`src/logic/urb_cfg.svh`:
```
`ifndef URB_CFG_SVH
`define URB_CFG_SVH
`define URB_REG_STATUS 2'h0
`define URB_REG_CTRL 2'h1
`define URB_REG_FORMAT 2'h2
`define URB_REG_DATA 2'h3
`define URB_ST_COMPLETE 7
`define URB_ST_STOPERR 4
`define URB_ST_OVERRUN 3
`define URB_ST_PARERR 2
`define URB_CT_IRQEN 7
`define URB_CT_RECEIVER_ENABLE 4
`define URB_CT_NINTH 1
`define URB_FM_PAREN 5
`define URB_FM_PARODD 4
`define URB_FM_STOPSEL 3
`define URB_FM_SIZE_HI 2
`define URB_FM_SIZE_LO 1
`define URB_FM_RESET 8'h06
`define URB_SIZE_NINE 3'h7
`define URB_OVERSAMPLE 16
`define URB_VOTE_MID 8
`endif

```
`src/logic/urb_pkg.sv`:
```
package urb_pkg;
  typedef enum logic [2:0] {
    URB_IDLE = 3'h0,
    URB_START = 3'h1,
    URB_DATA = 3'h3,
    URB_PAR = 3'h2,
    URB_STOP = 3'h6
  } urb_rx_state_type;

  typedef struct packed {
    logic [8:0] data;
    logic stop_err;
    logic overrun;
    logic par_err;
  } urb_entry_type;
endpackage : urb_pkg

```
`src/logic/urb_fifo.sv`:
```
`timescale 1ns/1ps
`include "urb_cfg.svh"
module urb_fifo #(
  parameter int DEPTH = 2
) (
  input wire logic core_clk_i,
  input wire logic rst_n_i,
  input wire logic flush_i,
  input wire logic push_i,
  input urb_pkg::urb_entry_type push_data_i,
  input wire logic pop_i,
  output urb_pkg::urb_entry_type head_o,
  output logic [1:0] count_o
);
  import urb_pkg::*;

  typedef struct packed {
    urb_entry_type [DEPTH-1:0] mem;
    logic [1:0] count;
  } urb_fifo_state_type;

  urb_fifo_state_type s_reg;
  urb_fifo_state_type s_next;

  always_comb begin
    logic do_pop;
    logic do_push;
    do_pop = pop_i && (s_reg.count != 2'h0);
    do_push = push_i && (s_reg.count != 2'(DEPTH) || do_pop);
    s_next = s_reg;
    if (do_pop) begin
      for (int i = 0; i < DEPTH - 1; i++) begin
        s_next.mem[i] = s_reg.mem[i+1];
      end
      s_next.count = s_reg.count - 2'h1;
    end
    if (do_push) begin
      s_next.mem[s_next.count] = push_data_i;
      s_next.count = s_next.count + 2'h1;
    end
    if (flush_i) begin
      s_next.count = 2'h0;
    end
  end

  always_ff @(posedge core_clk_i or negedge rst_n_i) begin
    if (!rst_n_i) begin
      s_reg <= '0;
    end else begin
      s_reg <= s_next;
    end
  end

  assign head_o = s_reg.mem[0];
  assign count_o = s_reg.count;
endmodule : urb_fifo

```
`src/logic/urb_receiver.sv`:
```
`timescale 1ns/1ps
`include "urb_cfg.svh"
module urb_receiver #(
  parameter int DEPTH = 2,
  parameter int OVERSAMPLE = `URB_OVERSAMPLE
) (
  input wire logic core_clk_i,
  input wire logic rst_n_i,
  input wire logic [1:0] addr_i,
  input wire logic [7:0] wdata_i,
  input wire logic wr_i,
  input wire logic rd_i,
  output logic [7:0] rdata_o,
  input wire logic sample_en_i,
  input wire logic rx_pin_i,
  input wire logic global_irq_en_i,
  output logic rx_irq_o,
  output logic pin_override_o
);
  import urb_pkg::*;

  typedef struct packed {
    logic [7:0] rdata;
    logic irq;
    logic ovr;
    logic rx_en;
    logic irq_en;
    logic [7:0] fmt;
    urb_rx_state_type st;
    logic [4:0] tick;
    logic [3:0] bitn;
    logic [8:0] shift;
    logic par_bit;
    logic [2:0] votes;
    logic held;
    urb_entry_type held_e;
  } urb_state_type;

  urb_state_type s_reg;
  urb_state_type s_next;
  urb_entry_type head;
  logic [1:0] count;
  logic push;
  logic pop;
  logic flush;
  urb_entry_type push_e;

  function automatic logic majority(input logic [2:0] v);
    majority = (v[0] & v[1]) | (v[0] & v[2]) | (v[1] & v[2]);
  endfunction : majority

  function automatic logic [3:0] data_bits(input logic [2:0] size);
    if (size == `URB_SIZE_NINE) begin
      data_bits = 4'h9;
    end else begin
      data_bits = 4'h5 + {1'b0, size[2:0] > 3'h3 ? 3'h3 : size};
    end
  endfunction : data_bits

  function automatic logic [8:0] mask_data(input logic [8:0] d,
                                           input logic [3:0] n);
    mask_data = d & ((9'h1 << n) - 9'h1);
  endfunction : mask_data

  urb_fifo #(
    .DEPTH(DEPTH)
  ) u_fifo (
    .core_clk_i(core_clk_i),
    .rst_n_i(rst_n_i),
    .flush_i(flush),
    .push_i(push),
    .push_data_i(push_e),
    .pop_i(pop),
    .head_o(head),
    .count_o(count)
  );

  always_comb begin
    logic [2:0] size;
    logic [3:0] nbits;
    logic bit_v;
    logic mid;
    logic full;
    logic [7:0] status;
    size = {1'b0, s_reg.fmt[`URB_FM_SIZE_HI:`URB_FM_SIZE_LO]};
    nbits = data_bits(size);
    s_next = s_reg;
    push = 1'b0;
    push_e = s_reg.held_e;
    pop = 1'b0;
    flush = 1'b0;
    bit_v = majority(s_reg.votes);
    mid = 1'b0;
    full = (count == 2'(DEPTH));
    status = 8'h00;
    status[`URB_ST_COMPLETE] = (count != 2'h0);
    status[`URB_ST_STOPERR] = (count != 2'h0) && head.stop_err;
    status[`URB_ST_OVERRUN] = (count != 2'h0) && head.overrun;
    status[`URB_ST_PARERR] = (count != 2'h0) && head.par_err &&
                             s_reg.fmt[`URB_FM_PAREN];
    s_next.rdata = 8'h00;
    if (rd_i) begin
      case (addr_i)
        `URB_REG_STATUS: s_next.rdata = status;
        `URB_REG_CTRL: begin
          s_next.rdata[`URB_CT_IRQEN] = s_reg.irq_en;
          s_next.rdata[`URB_CT_RECEIVER_ENABLE] = s_reg.rx_en;
          s_next.rdata[`URB_CT_NINTH] = head.data[8] && (count != 2'h0);
        end
        `URB_REG_FORMAT: s_next.rdata = s_reg.fmt;
        `URB_REG_DATA: begin
          s_next.rdata = (count != 2'h0) ? head.data[7:0] : 8'h00;
          pop = 1'b1;
        end
        default: s_next.rdata = 8'h00;
      endcase
    end
    if (wr_i) begin
      case (addr_i)
        `URB_REG_CTRL: begin
          s_next.irq_en = wdata_i[`URB_CT_IRQEN];
          s_next.rx_en = wdata_i[`URB_CT_RECEIVER_ENABLE];
        end
        `URB_REG_FORMAT: s_next.fmt = wdata_i & 8'h3e;
        default: s_next.fmt = s_next.fmt;
      endcase
    end
    // stored frame moves into buffer once room appears
    if (s_reg.held && (!full || pop)) begin
      push = 1'b1;
      push_e.overrun = s_reg.ovr;
      s_next.held = 1'b0;
      s_next.ovr = 1'b0;
    end
    if (s_reg.rx_en && sample_en_i) begin
      s_next.tick = s_reg.tick + 5'h1;
      if (s_reg.tick[3:0] >= 4'(`URB_VOTE_MID - 1) &&
          s_reg.tick[3:0] <= 4'(`URB_VOTE_MID + 1)) begin
        s_next.votes = {s_reg.votes[1:0], rx_pin_i};
      end
      mid = (s_reg.tick == 5'(OVERSAMPLE - 1));
      if (mid) begin
        s_next.tick = 5'h0;
      end
      case (s_reg.st)
        URB_IDLE: begin
          s_next.tick = 5'h0;
          if (!rx_pin_i) begin
            s_next.st = URB_START;
            s_next.tick = 5'h1;
            if (full && s_reg.held) begin
              s_next.ovr = 1'b1;
            end
          end
        end
        URB_START: if (mid) begin
          s_next.st = bit_v ? URB_IDLE : URB_DATA;
          s_next.bitn = 4'h0;
          s_next.shift = 9'h0;
        end
        URB_DATA: if (mid) begin
          s_next.shift[s_reg.bitn] = bit_v;
          s_next.bitn = s_reg.bitn + 4'h1;
          if (s_reg.bitn == nbits - 4'h1) begin
            s_next.st = s_reg.fmt[`URB_FM_PAREN] ? URB_PAR : URB_STOP;
          end
        end
        URB_PAR: if (mid) begin
          s_next.par_bit = bit_v;
          s_next.st = URB_STOP;
        end
        URB_STOP: if (mid) begin
          s_next.st = URB_IDLE;
          s_next.held_e.data = mask_data(s_reg.shift, nbits);
          s_next.held_e.stop_err = !bit_v;
          s_next.held_e.par_err = s_reg.fmt[`URB_FM_PAREN] &&
            ((^s_reg.shift) ^ s_reg.par_bit ^ s_reg.fmt[`URB_FM_PARODD]);
          s_next.held_e.overrun = 1'b0;
          if (s_reg.held && !push) begin
            s_next.ovr = 1'b1;
          end
          s_next.held = 1'b1;
        end
        default: s_next.st = URB_IDLE;
      endcase
    end
    if (!s_reg.rx_en) begin
      flush = 1'b1;
      s_next.st = URB_IDLE;
      s_next.held = 1'b0;
      s_next.ovr = 1'b0;
      s_next.tick = 5'h0;
    end
    s_next.irq = s_next.irq_en && global_irq_en_i && s_next.rx_en &&
                 ((count != 2'h0 && !(pop && count == 2'h1)) || push);
  end

  always_ff @(posedge core_clk_i or negedge rst_n_i) begin
    if (!rst_n_i) begin
      s_reg <= '0;
      s_reg.fmt <= `URB_FM_RESET;
    end else begin
      s_reg <= s_next;
    end
  end

  assign rdata_o = s_reg.rdata;
  assign rx_irq_o = s_reg.irq;
  assign pin_override_o = s_reg.rx_en;
endmodule : urb_receiver

```
`config.mk`:
```
export PLATFORM = sky130hd
export DESIGN_NAME = urb_receiver
export DESIGN_NICKNAME = d
export VERILOG_FILES = /design/src/logic/urb_pkg.sv /design/src/logic/urb_fifo.sv /design/src/logic/urb_receiver.sv
export VERILOG_INCLUDE_DIRS = /design/src /design/src/logic
export SDC_FILE = /design/constraint.sdc
export NUM_CORES = 1
export LEC_CHECK = 0
export BUFFER_PORTS_ARGS = -buffer_cell sky130_fd_sc_hd__buf_4
export CAP_MARGIN = 20
export CORE_MARGIN = 3
export CORE_UTILIZATION = 63
export CTS_BUF_LIST = sky130_fd_sc_hd__clkbuf_8
export CTS_CLUSTER_DIAMETER = 60
export CTS_CLUSTER_SIZE = 16
export DETAILED_ROUTE_END_ITERATION = 7
export GPL_ROUTABILITY_DRIVEN = 0
export PLACE_DENSITY = 0.87
export SETUP_SLACK_MARGIN = 0.2
export SKIP_CTS_REPAIR_TIMING = 1
export SYNTH_ARGS = -nofsm -noshare
export SYNTH_HDL_FRONTEND = slang
export SYNTH_SLANG_ARGS = --single-unit
```
`constraint.sdc`:
```
create_clock -name core_clk_i -period 3.65 [get_ports core_clk_i]
set_clock_uncertainty 0.05 [all_clocks]
set_input_delay 0.73 -clock core_clk_i [delete_from_list [all_inputs] [get_ports core_clk_i]]
set_output_delay 0.73 -clock core_clk_i [all_outputs]
set_load 0.005 [all_outputs]
```
==> flow_metrics.py <==
metrics = {
    "cells_and_area": {
        "antenna_cells": 0,
        "area.sequential_mm2": 0.00200,
        "stdcell_area_mm2": 0.00451,
        "nets": 461,
        "largest_reg_flops": 33,
        "multi_input_area_mm2": 0.00193,
        "syn_to_final_growth_pct": 9.42,
        "drive_above_1_share_pct": 17.0,
        "num-fill-cells": 430,
    },
    "sta": {
        "fmaxAchievable_mhz": 344,
        "finalSetupViolCount": 0,
        "relSlewSlack_pct": 34.6,
        "finalCritPeriodShare_pct": 79.7,
        "rsz0062_at_grt": "no",
        "report.final.slew_viol_count": 0,
        "fin_tns_setup_ns": 0,
        "hold_viol_final": 0,
        "worstMarginPinSlew_ns": 0.980,
        "min_period_ns": 2.91,
        "setup_ws_ns": 0.740,
    },
    "critical_path": {
        "r2r_start": "u_fifo.count_o[0]",
        "cp-start-kind": "flop",
        "arrival_ns": 3.10,
        "reg2reg_depth": 8,
        "critPathMaxFanout": 10,
        "setup.worst_path.start": "u_fifo.count_o[0]",
        "worstReg2RegEnd": "u_fifo.s_reg[23]",
        "crit_type": "flop to flop",
        "ff2ff_setup_slack_ns": 0.74,
        "setup.worst_path.end": "u_fifo.s_reg[23]",
        "required_ns": 3.83,
        "cp-end-kind": "flop",
    },
    "drt": {
        "drtPass1Iterations": 6,
        "ant_nets": 0,
        "routed_wl_um": 8300,
        "dr_total_vias": 3046,
        "drcViolationCount": 0,
        "drt_first_iter_violations": 153,
        "wl_per_cell_um": 16.3,
        "viasPerCell": 5.97,
    },
    "yosys": {
        "ys_ff_latch": 80,
        "avgSynthCellArea_um2": 9.90,
        "syn_area_mm2": 0.00412,
        "synthFlopType": "dfrtp_1",
        "syn_inst": 416,
        "ys_seq_area_share_pct": 48.7,
        "yosys_warnings": 0,
        "yosys-top-cells-count": "dfrtp_1 (78), nand2_1 (78), o21ai_0 (31)",
        "synthArstFlopShare_pct": 100,
        "synthDistinctLibCells": 55,
        "synth_top_area_share_pct": 47.4,
        "synth_top_area_cell": "dfrtp_1",
        "synthTopCellsByArea": "dfrtp_1 (47%), nand2_1 (7.1%), mux2_2 (6.8%), ha_1 (4.3%), o21ai_0 (3.8%)",
        "synth_edf_count": 0,
    },
    "floorplanning": {
        "io_pins": 27,
        "initial_core_util_pct": 67.2,
        "die-area_mm2": 0.00754,
        "die_x_um": 86.9,
        "dieHeight_um": 86.9,
        "fp.coreArea_mm2": 0.00613,
        "rows": 28,
    },
    "grt": {
        "grt-ovfl-total": 0,
        "grt_max_degree": 81,
        "grt_first_pass_wirelength_um": 13900,
        "grt_util_all_layers_pct": 23.7,
        "grt_pass1_vias": 3006,
        "grt_antenna_before_repair": 0,
    },
    "clocking": {
        "cts.sinks": 80,
        "clk_latency_ns": 0.35,
        "root_buffer": "clkbuf_8",
        "cts.clk_slew.worst_paths_ns": 0.08,
        "htreeDepth": 3,
        "cts_buffer_depth": 2,
        "cts_tree": "done",
        "cts_buffers": 9,
    },
    "power": {
        "p_leak_nw": 2.18,
        "ir_worst_vdd_mv": 0.337,
        "p_per_area_mw_per_mm2": 425,
    },
    "placed_design": {
        "preCtsSetupSlack_ns": 0.571,
        "portBuffers": 24,
        "dp_hpwl_um": 5760,
        "postPlaceCellArea_mm2": 0.00428,
    },
    "run_status": {
        "status": "finished, final reports clean",
    },
    "flow_run": {
        "cap_viol_max_count": 0,
    },
    "hold_path": {
        "min_path_type": "flop to flop",
    },
}
==> cell families (layout without fill, tap and decap cells) <==
kind of cell               after synthesis  count (layout)  share of synthesized area [%]
AOI/OAI and AO/OA                       74              74                           11.4
xor gates and xnor gates                14              14                           3.31
adders and majority gates               15              15                           4.50
buffers and inverters                   41              59                           4.59
DFF                                     80              80                           48.7
muxes                                   37              37                           9.75
other                                    1               2                         0.0910
and+or+nand+nor                        154             154                           17.7
==> layout by cell type, fill, tap and decap left out, types with 2 or more instances in the layout <==
cell type and instances:
nand2_1 78, dfrtp_1 78, o21ai_0 31, buf_4 27
nor2_1 26, mux2_2 25, inv_1 16, ha_1 14
a31oi_1 13, mux2i_1 12, clkbuf_8 12, xnor2_1 11
nand3_1 7, and2_1 7, nor2b_1 6, nand3b_1 5
o31ai_1 4, and3_1 4, a21oi_1 4, or3_1 4
nand2b_1 3, nor3_1 3, and4b_1 2, a221oi_1 2
a211oi_1 2, a22oi_1 2, o41ai_1 2, o21a_1 2
o211ai_1 2, xor2_1 2, conb_1 2, dfstp_2 2
==> report_power, final <==
group | leakage, nW | switching [mW] | internal [mW]
sequential | 1.10 | 0.0705 | 0.920
combinational | 0.972 | 0.135 | 0.103
clock | 0.109 | 0.313 | 0.372
==> critical path: stages, from the launching register on <==
cell	delay (ns)
dfrtp_1	0.38
inv_1	0.10
ha_1	0.30
and4b_1	0.55
mux2_2	0.41
ha_1	0.20
o211ai_1	0.18
buf_4	0.27
mux2_2	0.35
==> layer usage <==
metal  track usage (%)  up-vias  routed length [um]
met1              31.6     1497                3570
met3              4.82       18                 366
met5                 0        -                   0
li1                  -     1456                   -
met4              9.35        0                 176
met2              38.0       75                4190
==> worst min path at each step <==
stage,to,from,cells past startpoint
floorplan,pin_override_o,rst_n_i,0
global placement,u_fifo.s_reg[15],u_fifo.s_reg[15],2
detailed placement,rdata_o[0],u_fifo.head_o[3],1
CTS,rdata_o[0],u_fifo.head_o[3],1
global route,rdata_o[0],u_fifo.head_o[3],1
finish,rdata_o[0],u_fifo.head_o[3],1
==> layout make-up <==
type,instances,area share (%)
Clock buffer,12,3.66
Clock inverter,4,1.14
Inverter,16,1.33
Multi-Input combinational cell,296,42.8
Sequential cell,80,44.5
Tap cell,75,2.08
Timing Repair Buffer,27,4.50
==> through the flow <==
step | hold slack (ns) | total power [mW] | instances | utilization (%)
after floorplan | 0.384 | 1.16 | 417 | -
after global placement | 0.410 | 1.23 | 493 | 69.9
after detailed placement | 0.418 | 1.24 | 493 | 69.9
after CTS | 0.436 | 1.92 | 509 | 73.4
after global routing | 0.470 | 2.00 | 510 | 73.5
final | 0.434 | 1.91 | 510 | 73.5
Power figures use the tool's default switching activity.
